**src/spmux_pkg.sv**
```systemverilog
/*
  Package for the serial port two strap pin multiplexer: pin indices,
  function encodings and reset values.
  Assumes nothing beyond a SystemVerilog compiler.
*/
package spmux_pkg;
  localparam int unsigned PIN_A        = 0;
  localparam int unsigned PIN_B        = 1;
  localparam int unsigned PIN_C        = 2;
  localparam int unsigned PIN_D        = 3;
  localparam int unsigned NUM_PINS     = 4;
  localparam int unsigned SYNC_STAGES  = 3;
  localparam logic        MODE_GPIO    = 1'b0;
  localparam logic        MODE_SERIAL  = 1'b1;
  localparam logic        RST_MODE     = 1'b0;
  localparam logic        RST_TX_LEVEL = 1'b1;
  localparam logic        OE_OFF       = 1'b1;
  localparam logic        OE_ON        = 1'b0;
  localparam logic [2:0]  RST_SYNC     = 3'h0;
endpackage

```
**src/spmux_sync.sv**
```systemverilog
/*
  Three-stage input synchroniser with agreement filter.
  Assumes an asynchronous input and one clock domain.
*/
`timescale 1ns/100ps
module spmux_sync
  import spmux_pkg::*;
(
  input  wire logic clk_i,
  input  wire logic rst_n_i,
  input  wire logic async_i,
  output logic      sync_o
);
  typedef struct packed {
    logic [2:0] stage;
    logic       level;
  } spmux_sync_state_t;

  spmux_sync_state_t state_r;
  spmux_sync_state_t state_nxt;

  always_comb begin
    state_nxt       = state_r;
    state_nxt.stage = {state_r.stage[1:0], async_i};
    // Count a change once stages two and three agree
    if (state_r.stage[1] == state_r.stage[2]) begin
      state_nxt.level = state_r.stage[2];
    end
  end

  always_ff @(posedge clk_i or negedge rst_n_i) begin
    if (!rst_n_i) begin
      state_r <= '{stage: RST_SYNC, level: 1'b0};
    end else begin
      state_r <= state_nxt;
    end
  end

  // Agreed level leaves at once, register keeps it between agreements
  assign sync_o = state_nxt.level;
endmodule

```
**src/spmux_top.sv**
```systemverilog
/*
  Strap-selected pin multiplexer for the shared pins of serial port two.
  Assumes the strap line is steady through reset and that the serial
  port, UART and GPIO logic sit on the same clock as this block.
*/
`timescale 1ns/100ps
module spmux_top
  import spmux_pkg::*;
(
  input  wire logic clk_i,
  input  wire logic rst_n_i,
  input  wire logic strap_select_line_i,
  input  wire logic shared_pin_a_i,
  output logic      shared_pin_a_o,
  output logic      shared_pin_a_oe_n_o,
  input  wire logic shared_pin_b_i,
  output logic      shared_pin_b_o,
  output logic      shared_pin_b_oe_n_o,
  input  wire logic shared_pin_c_i,
  output logic      shared_pin_c_o,
  output logic      shared_pin_c_oe_n_o,
  input  wire logic shared_pin_d_i,
  output logic      shared_pin_d_o,
  output logic      shared_pin_d_oe_n_o,
  output logic      serial_mode_o,
  input  wire logic general_io_three_out_i,
  input  wire logic general_io_three_en_i,
  output logic      general_io_three_o,
  input  wire logic general_io_five_out_i,
  input  wire logic general_io_five_en_i,
  output logic      general_io_five_o,
  input  wire logic uart_tx_i,
  output logic      uart_rx_o,
  input  wire logic tx_bit_clock_out_i,
  input  wire logic tx_bit_clock_en_i,
  output logic      tx_bit_clock_o,
  input  wire logic rx_bit_clock_out_i,
  input  wire logic rx_bit_clock_en_i,
  output logic      rx_bit_clock_o,
  input  wire logic tx_frame_sync_out_i,
  input  wire logic tx_frame_sync_en_i,
  output logic      tx_frame_sync_o,
  input  wire logic rx_frame_sync_out_i,
  input  wire logic rx_frame_sync_en_i,
  output logic      rx_frame_sync_o
);
  typedef struct packed {
    logic       armed;
    logic       mode;
    logic [3:0] pin_out;
    logic [3:0] pin_oe_n;
    logic       io_three;
    logic       io_five;
    logic [3:0] serial_in;
    logic       uart_rx;
  } spmux_state_t;

  spmux_state_t state_r;
  spmux_state_t state_nxt;
  logic         strap_s;
  logic [3:0]   pin_s;

  // Strap path unreset: it must track the strap while reset is low
  spmux_sync u_sync_strap (
    .clk_i   (clk_i),
    .rst_n_i (1'b1),
    .async_i (strap_select_line_i),
    .sync_o  (strap_s)
  );

  spmux_sync u_sync_a (.clk_i(clk_i), .rst_n_i(rst_n_i), .async_i(shared_pin_a_i),
                       .sync_o(pin_s[PIN_A]));
  spmux_sync u_sync_b (.clk_i(clk_i), .rst_n_i(rst_n_i), .async_i(shared_pin_b_i),
                       .sync_o(pin_s[PIN_B]));
  spmux_sync u_sync_c (.clk_i(clk_i), .rst_n_i(rst_n_i), .async_i(shared_pin_c_i),
                       .sync_o(pin_s[PIN_C]));
  spmux_sync u_sync_d (.clk_i(clk_i), .rst_n_i(rst_n_i), .async_i(shared_pin_d_i),
                       .sync_o(pin_s[PIN_D]));

  // Output enable from a function's drive request
  function automatic logic oe_of(input logic en);
    return en ? OE_ON : OE_OFF;
  endfunction

  always_comb begin
    state_nxt = state_r;
    // Strap caught on the first edge after release, then frozen
    if (!state_r.armed) begin
      state_nxt.armed = 1'b1;
      state_nxt.mode  = strap_s;
    end
    // Function inputs gated by the mode in force next cycle
    state_nxt.io_three  = pin_s[PIN_A] & ~state_nxt.mode;
    state_nxt.io_five   = pin_s[PIN_C] & ~state_nxt.mode;
    state_nxt.serial_in = pin_s & {4{state_nxt.mode}};
    state_nxt.uart_rx   = pin_s[PIN_D] | state_nxt.mode;
    if (state_nxt.mode == MODE_SERIAL) begin
      state_nxt.pin_out[PIN_A]  = tx_bit_clock_out_i;
      state_nxt.pin_oe_n[PIN_A] = oe_of(tx_bit_clock_en_i);
      state_nxt.pin_out[PIN_B]  = rx_bit_clock_out_i;
      state_nxt.pin_oe_n[PIN_B] = oe_of(rx_bit_clock_en_i);
      state_nxt.pin_out[PIN_C]  = tx_frame_sync_out_i;
      state_nxt.pin_oe_n[PIN_C] = oe_of(tx_frame_sync_en_i);
      state_nxt.pin_out[PIN_D]  = rx_frame_sync_out_i;
      state_nxt.pin_oe_n[PIN_D] = oe_of(rx_frame_sync_en_i);
    end else begin
      state_nxt.pin_out[PIN_A]  = general_io_three_out_i;
      state_nxt.pin_oe_n[PIN_A] = oe_of(general_io_three_en_i);
      state_nxt.pin_out[PIN_B]  = uart_tx_i;
      state_nxt.pin_oe_n[PIN_B] = OE_ON;
      state_nxt.pin_out[PIN_C]  = general_io_five_out_i;
      state_nxt.pin_oe_n[PIN_C] = oe_of(general_io_five_en_i);
      state_nxt.pin_out[PIN_D]  = 1'b0;
      state_nxt.pin_oe_n[PIN_D] = OE_OFF;
    end
  end

  // Reset state: GPIO mode, pin B driven high, others released
  always_ff @(posedge clk_i or negedge rst_n_i) begin
    if (!rst_n_i) begin
      state_r <= '{armed: 1'b0, mode: RST_MODE, pin_out: 4'h2, pin_oe_n: 4'hd,
                   io_three: 1'b0, io_five: 1'b0, serial_in: 4'h0,
                   uart_rx: RST_TX_LEVEL};
    end else begin
      state_r <= state_nxt;
    end
  end

  // Inputs to functions not selected are held at zero, except uart receive, which is held high
  assign shared_pin_a_o       = state_r.pin_out[PIN_A];
  assign shared_pin_a_oe_n_o  = state_r.pin_oe_n[PIN_A];
  assign shared_pin_b_o       = state_r.pin_out[PIN_B];
  assign shared_pin_b_oe_n_o  = state_r.pin_oe_n[PIN_B];
  assign shared_pin_c_o       = state_r.pin_out[PIN_C];
  assign shared_pin_c_oe_n_o  = state_r.pin_oe_n[PIN_C];
  assign shared_pin_d_o       = state_r.pin_out[PIN_D];
  assign shared_pin_d_oe_n_o  = state_r.pin_oe_n[PIN_D];
  assign serial_mode_o        = state_r.mode;
  assign general_io_three_o   = state_r.io_three;
  assign general_io_five_o    = state_r.io_five;
  assign uart_rx_o            = state_r.uart_rx;
  assign tx_bit_clock_o       = state_r.serial_in[PIN_A];
  assign rx_bit_clock_o       = state_r.serial_in[PIN_B];
  assign tx_frame_sync_o      = state_r.serial_in[PIN_C];
  assign rx_frame_sync_o      = state_r.serial_in[PIN_D];

  // Mode latch checks
  a_mode_frozen: assert property (
    @(posedge clk_i) disable iff (!rst_n_i)
    state_r.armed && $past(state_r.armed) |-> $stable(state_r.mode))
    else $error("mode changed after latch");
  a_mode_from_strap: assert property (
    @(posedge clk_i) disable iff (!rst_n_i)
    $rose(state_r.armed) |-> state_r.mode == $past(strap_s))
    else $error("mode not taken from strap");

  // Uart side checks
  a_tx_idle_high: assert property (
    @(posedge clk_i) disable iff (!rst_n_i)
    !state_r.mode && !state_r.armed |-> shared_pin_b_o && !shared_pin_b_oe_n_o)
    else $error("uart transmit not high at start");
  a_tx_follows: assert property (
    @(posedge clk_i) disable iff (!rst_n_i)
    state_r.armed && !state_nxt.mode |=> shared_pin_b_o == $past(uart_tx_i))
    else $error("pin B not following uart transmit");
  a_pin_b_drive: assert property (
    @(posedge clk_i) disable iff (!rst_n_i)
    state_r.armed && !serial_mode_o |-> !shared_pin_b_oe_n_o)
    else $error("pin B released in uart mode");
  a_rx_input: assert property (
    @(posedge clk_i) disable iff (!rst_n_i)
    state_r.armed && !state_r.mode |-> shared_pin_d_oe_n_o == OE_OFF)
    else $error("pin D driven in uart mode");
  a_uart_rx_follow: assert property (
    @(posedge clk_i) disable iff (!rst_n_i)
    state_r.armed && !state_nxt.mode |=> uart_rx_o == $past(pin_s[PIN_D]))
    else $error("uart receive not following pin D");
  a_uart_rx_held: assert property (
    @(posedge clk_i) disable iff (!rst_n_i)
    serial_mode_o |-> uart_rx_o)
    else $error("uart receive not idle in serial mode");

  // General io checks
  a_io_five_in: assert property (
    @(posedge clk_i) disable iff (!rst_n_i)
    !state_r.mode && !$past(general_io_five_en_i) && state_r.armed
      |-> shared_pin_c_oe_n_o == OE_OFF)
    else $error("io five driven without enable");
  a_io_three_in: assert property (
    @(posedge clk_i) disable iff (!rst_n_i)
    !state_r.mode && !$past(general_io_three_en_i) && state_r.armed
      |-> shared_pin_a_oe_n_o == OE_OFF)
    else $error("io three driven without enable");
  a_io_five_follow: assert property (
    @(posedge clk_i) disable iff (!rst_n_i)
    state_r.armed && !state_nxt.mode |=> general_io_five_o == $past(pin_s[PIN_C]))
    else $error("io five not following pin C");
  a_io_three_follow: assert property (
    @(posedge clk_i) disable iff (!rst_n_i)
    state_r.armed && !state_nxt.mode |=> general_io_three_o == $past(pin_s[PIN_A]))
    else $error("io three not following pin A");
  a_io_gated_off: assert property (
    @(posedge clk_i) disable iff (!rst_n_i)
    serial_mode_o |-> !general_io_three_o && !general_io_five_o)
    else $error("io input seen in serial mode");

  // Serial port checks
  a_serial_gated_off: assert property (
    @(posedge clk_i) disable iff (!rst_n_i)
    !serial_mode_o |-> !tx_bit_clock_o && !rx_bit_clock_o
      && !tx_frame_sync_o && !rx_frame_sync_o)
    else $error("serial input seen in io mode");
  a_fsx_dir: assert property (
    @(posedge clk_i) disable iff (!rst_n_i)
    state_r.armed && state_nxt.mode
      |=> shared_pin_c_oe_n_o == !$past(tx_frame_sync_en_i))
    else $error("tx frame sync direction wrong");
  a_fsr_dir: assert property (
    @(posedge clk_i) disable iff (!rst_n_i)
    state_r.armed && state_nxt.mode
      |=> shared_pin_d_oe_n_o == !$past(rx_frame_sync_en_i))
    else $error("rx frame sync direction wrong");
  a_fsx_follow: assert property (
    @(posedge clk_i) disable iff (!rst_n_i)
    state_r.armed && state_nxt.mode |=> tx_frame_sync_o == $past(pin_s[PIN_C]))
    else $error("tx frame sync not following pin C");
  a_fsr_follow: assert property (
    @(posedge clk_i) disable iff (!rst_n_i)
    state_r.armed && state_nxt.mode |=> rx_frame_sync_o == $past(pin_s[PIN_D]))
    else $error("rx frame sync not following pin D");
  a_clkx_dir: assert property (
    @(posedge clk_i) disable iff (!rst_n_i)
    state_r.armed && state_nxt.mode
      |=> shared_pin_a_oe_n_o == !$past(tx_bit_clock_en_i))
    else $error("tx bit clock direction wrong");
  a_clkr_dir: assert property (
    @(posedge clk_i) disable iff (!rst_n_i)
    state_r.armed && state_nxt.mode
      |=> shared_pin_b_oe_n_o == !$past(rx_bit_clock_en_i))
    else $error("rx bit clock direction wrong");
endmodule

```
**config.mk**
```make
export PLATFORM = sky130hd
export DESIGN_NAME = spmux_top
export DESIGN_NICKNAME = d
export VERILOG_FILES = /design/src/spmux_pkg.sv /design/src/spmux_sync.sv /design/src/spmux_top.sv
export SDC_FILE = /design/constraint.sdc
export NUM_CORES = 1
export LEC_CHECK = 0
export ABC_AREA = 1
export BUFFER_PORTS_ARGS = -buffer_cell sky130_fd_sc_hd__buf_2
export CORE_MARGIN = 3
export CORE_UTILIZATION = 28
export DETAILED_ROUTE_END_ITERATION = 16
export GPL_TIMING_DRIVEN = 0
export SLEW_MARGIN = 5
export SYNTH_ARGS = -nofsm -noshare
export SYNTH_HDL_FRONTEND = slang
export SYNTH_SLANG_ARGS = --single-unit
```
**constraint.sdc**
```tcl
create_clock -name clk_i -period 1.5 [get_ports clk_i]
set_clock_uncertainty 0.2 [all_clocks]
set_input_delay 0.075 -clock clk_i [delete_from_list [all_inputs] [get_ports clk_i]]
set_output_delay 0.075 -clock clk_i [all_outputs]
set_load 0.01 [all_outputs]
```
---- Word level (Yosys, flattened, before mapping) ----
Cells that the tools add are included.
cells by class
  multiplexer cells ....................... 13
  equal/unequal tests ..................... 5
  bitwise logic cells ..................... 5
operator list
  kind                 count
  1-bit two-way mux    12
  8-bit two-way mux    1
  1-bit equality test  5
  4-bit AND            1
  1-bit AND            2
  1-bit inverter       1
  1-bit bitwise OR     1
storage, ports and cells
  bits of input ports ..................... 20
  logic and storage cells ................. 41
  output and inout bits ................... 16
  bits in registers ....................... 37

---- Longest topological paths before layout ----
  depth after elaboration ................. 5
  gate-level depth with buffers ........... 6
  gate-level depth less buffers ........... 6

---- By module ----
Synthesis repeated with hierarchy kept, for this count alone.
second synthesis, totals
  cells, all modules ...................... 101
  area, all modules ....................... 1243.7 µm²
modules (own cells, without submodules)
  module      area an instance (µm²)  cells each  instances  sequential area each (µm²)
  spmux_top   661.9                   61          1          431.7
  spmux_sync  116.4                   8           5          100.1

---- Worst setup path before layout ----
OpenSTA, ideal clock, no wires.
  path kind ............................... register -> register
  from .................................... reg u_sync_b.state_r (netlist bit u_sync_b.state_nxt[3])
  to ...................................... reg u_sync_b.state_r[0] (netlist bit)
  setup slack ............................. 0.365 ns
  library setup time ...................... 0.128 ns
  stages on the path, launching flop included .. 4
  clock period less this slack ............ 1.135 ns
  arrival ................................. 0.808 ns
  buffers on the path ..................... 0
  required time ........................... 1.172 ns
  cells stage by stage .................... dfrtp_1 -> or2_2 -> o21ai_0 -> inv_1
RTL lines
  item                      RTL line          RTL
  start: declaration        spmux_sync.sv:19  spmux_sync_state_t state_r;
  start signal: assignment  spmux_sync.sv:33  state_r <= '{stage: RST_SYNC, level: 1'b0};
  start signal: assignment  spmux_sync.sv:35  state_r <= state_nxt;

==> impl_metrics.env <==
export IMPL_postCtsSetupBuffers=0
export IMPL_synth_top_cells_by_area="sky130_fd_sc_hd__dfrtp_1 (56%), sky130_fd_sc_hd__dfstp_2 (11%), sky130_fd_sc_hd__dfxtp_1 (6.4%)"
export IMPL_setup_viol=0
export IMPL_layout_min_cycle_time_ns=1.214
export IMPL_die_width_um=72.65
export IMPL_i_o_pins=36
export IMPL_period_share_pct=80.93
export IMPL_final_nets=181
export IMPL_fin_tns_setup_ns=0
export IMPL_die_outline_area_mm2=0.005277
export IMPL_final_layout_size_suffix_gt1_share_pct=38.89
export IMPL_number_of_enable_type_register_cells_in_the_synthesized_netlist=0
export IMPL_insertedDiodeCount=0
export IMPL_clockBufferDepth=2
export IMPL_p_leak_nw=0.9242
export IMPL_crit_type="register to register"
export IMPL_fill_cells=407
export IMPL_dr_first_iter_drc_count=23
export IMPL_aggregate_global_routing_overflow=0
export IMPL_post_synth_most_frequent_cells="sky130_fd_sc_hd__dfrtp_1 (28), sky130_fd_sc_hd__nand2_1 (19), sky130_fd_sc_hd__inv_1 (16)"
export IMPL_cp_start_kind="register"
export IMPL_syn_num_nets=120
export IMPL_cts_htree_levels=2
export IMPL_worst_path_max_fanout=3
export IMPL_endpoint_kind="register"
export IMPL_coreArea_mm2=0.004144
export IMPL_yosys_cell_count_top_type="sky130_fd_sc_hd__dfrtp_1"
export IMPL_globalRouteTotalUtil_pct=9.823
export IMPL_place_congestion=0.6602
export IMPL_postRouteAntennaNets=0
export IMPL_clkTransAtPathRegs_ns=0.07
export IMPL_routed_wl_mm=2.324
export IMPL_row_count=23
export IMPL_synth_yosys_warnings=0
export IMPL_final_util_pct=42.78
export IMPL_holdCritPathClass="register to register"
export IMPL_rsz_0062_raised_after_global_routing="false"
export IMPL_async_flop_share_pct=89.19
export IMPL_detail_route_first_pass_iterations=4
export IMPL_tightest_slew_ns=0.7002
export IMPL_synthFlopType="sky130_fd_sc_hd__dfrtp_1"
export IMPL_number_of_buffer_cells_added_on_primary_ports=35
export IMPL_area_growth_syn_to_fin_pct=42.56
export IMPL_syn_avg_cell_area_um2=12.44
export IMPL_die_height_um=72.65
export IMPL_timing_fmax_ghz=0.8238
export IMPL_cts_buffers_inserted=5
export IMPL_syn_instance_count=100
export IMPL_cts_tree="yes"
export IMPL_ys_seq_area_share_pct=73.34
export IMPL_status="complete, no violations"
export IMPL_pwr_density_cell_mw_per_mm2=1207
export IMPL_wire_length_of_the_first_global_routing_pass_mm=3.801
export IMPL_worst_ir_drop_vdd_v=0.0005589
export IMPL_max_cap_viol_count=0
export IMPL_final_design_area_no_fill_mm2=0.001773
export IMPL_slew_headroom_pct=53.32
export IMPL_reg2reg_slack_ns=0.29
export IMPL_number_of_global_route_vias_before_repair=880
export IMPL_synthDominantCellAreaShare_pct=56.34
export IMPL_worstPathRequired_ns=1.46
export IMPL_ys_ff_latch=37
export IMPL_cts_num_sinks=37
export IMPL_final_hold_worst_slack_ns=0.1314
export IMPL_wire_length_per_cell_um=10.96
export IMPL_grt_max_degree=34
export IMPL_pins_over_their_slew_limit=0
export IMPL_dominant_cell_type_by_area_after_synthesis="sky130_fd_sc_hd__dfrtp_1"
export IMPL_report_final_hold_viol_count=0
export IMPL_initial_antenna_violation_count=0
export IMPL_syn_area_mm2=0.001244
export IMPL_initial_cell_density_of_the_core_pct=30.01
export IMPL_viasPerCell=4.033
export IMPL_cts_resized_gates=0
export IMPL_cts_hold_buf=19
export IMPL_critPathArrivalTime_ns=1.17
export IMPL_post_route_drc_count=0
export IMPL_ys_types=18
export IMPL_routed_via_count=855
export IMPL_clock_insertion_delay_worst_skew_ns=0.28
export IMPL_cts_root_buf="sky130_fd_sc_hd__clkbuf_8"
export IMPL_dpl_cell_area_mm2=0.001481
export IMPL_detailed_place_hpwl_mm=1.571
## area by class of cell
type / count / area [um2] / share of cell area (%)
Clock inverter: 1 / 5.005 / 0.2823
Inverter: 16 / 60.06 / 3.387
Clock buffer: 7 / 96.34 / 5.434
Tap cell: 50 / 62.56 / 3.529
Timing Repair Buffer: 54 / 365.4 / 20.61
Sequential cell: 37 / 912.1 / 51.45
Buffer: 2 / 22.52 / 1.270
Multi-Input combinational cell: 45 / 249.0 / 14.04
## cells by family (layout without fill, tap and decap cells)
logic type             after synthesis  in the layout  synth area share (%)
and+or+nand+nor                     34             34                 13.68
AOI/OAI and AO/OA                   10             10                 6.036
DFF                                 37             37                 73.34
other                                1              1                0.3015
buffers and inverters               18             80                 6.640
## worst max-delay path, cell delays in order (launching register included)
cell and delay (ns):
sky130_fd_sc_hd__dfrtp_1 0.39, sky130_fd_sc_hd__or2_2 0.29, sky130_fd_sc_hd__o21ai_0 0.13, sky130_fd_sc_hd__inv_1 0.08
## worst paths after layout
kind,from,end,depth (start not counted)
setup / recovery,u_sync_b.state_nxt[3],u_sync_b.state_r[0],3
hold / removal,u_sync_strap.state_nxt[2],u_sync_strap.state_nxt[3],0
setup reg to reg,u_sync_b.state_nxt[3],u_sync_b.state_r[0],3
hold reg to reg,u_sync_strap.state_nxt[2],u_sync_strap.state_nxt[3],0
max in group asynchronous,rst_n_i,general_io_five_o,2
min in group asynchronous,rst_n_i,u_sync_d.state_r[3],2
## flip-flops by register name, summed over array words and instances, names as in the netlist, 2 cells and up
signal and count:
u_sync_a.state_nxt 2, u_sync_a.state_r 2, u_sync_b.state_nxt 2, u_sync_b.state_r 2, u_sync_c.state_nxt 2, u_sync_c.state_r 2, u_sync_d.state_nxt 2, u_sync_d.state_r 2
u_sync_strap.state_nxt 2, u_sync_strap.state_r 2
## power by group
part | total, W | internal [W] | leakage, nW | switching, W
Clock | 0.000733 | 0.000415 | 0.0542 | 0.000318
Sequential | 0.00112 | 0.00109 | 0.427 | 0.0000251
Combinational | 0.000289 | 0.000133 | 0.443 | 0.000156
## stage by stage
step                      instances  worst slack (ns)  power (W)
after global routing            212            0.2254   0.002254
after CTS                       212            0.2706   0.002176
after detailed placement        185            0.2836   0.001396
after floorplan                 100            0.3648   0.001275
after global placement          185            0.3286   0.001386
final                           212            0.2861   0.002139
## layer usage
layer	wire [um]	global-route usage, %	up-vias
li1	-	-	420
met1	1005	11.59	399
met2	1107	14.63	30
met3	160	3.581	6
met4	52	7.172	0
met5	0	0	-
## placed cells by master (no fill, tap or decap), types with 3 or more instances in the layout
cell / Yosys / final
sky130_fd_sc_hd__buf_2: 0 / 35
sky130_fd_sc_hd__dfrtp_1: 28 / 28
sky130_fd_sc_hd__nand2_1: 19 / 19
sky130_fd_sc_hd__dlygate4sd3_1: 0 / 19
sky130_fd_sc_hd__inv_1: 16 / 16
sky130_fd_sc_hd__clkbuf_8: 0 / 7
sky130_fd_sc_hd__nand3_1: 6 / 6
sky130_fd_sc_hd__a21oi_2: 5 / 5
sky130_fd_sc_hd__dfstp_2: 5 / 5
sky130_fd_sc_hd__dfxtp_1: 4 / 4
sky130_fd_sc_hd__o21ai_0: 3 / 3
Note: power is estimated with default switching activity, not from simulation.
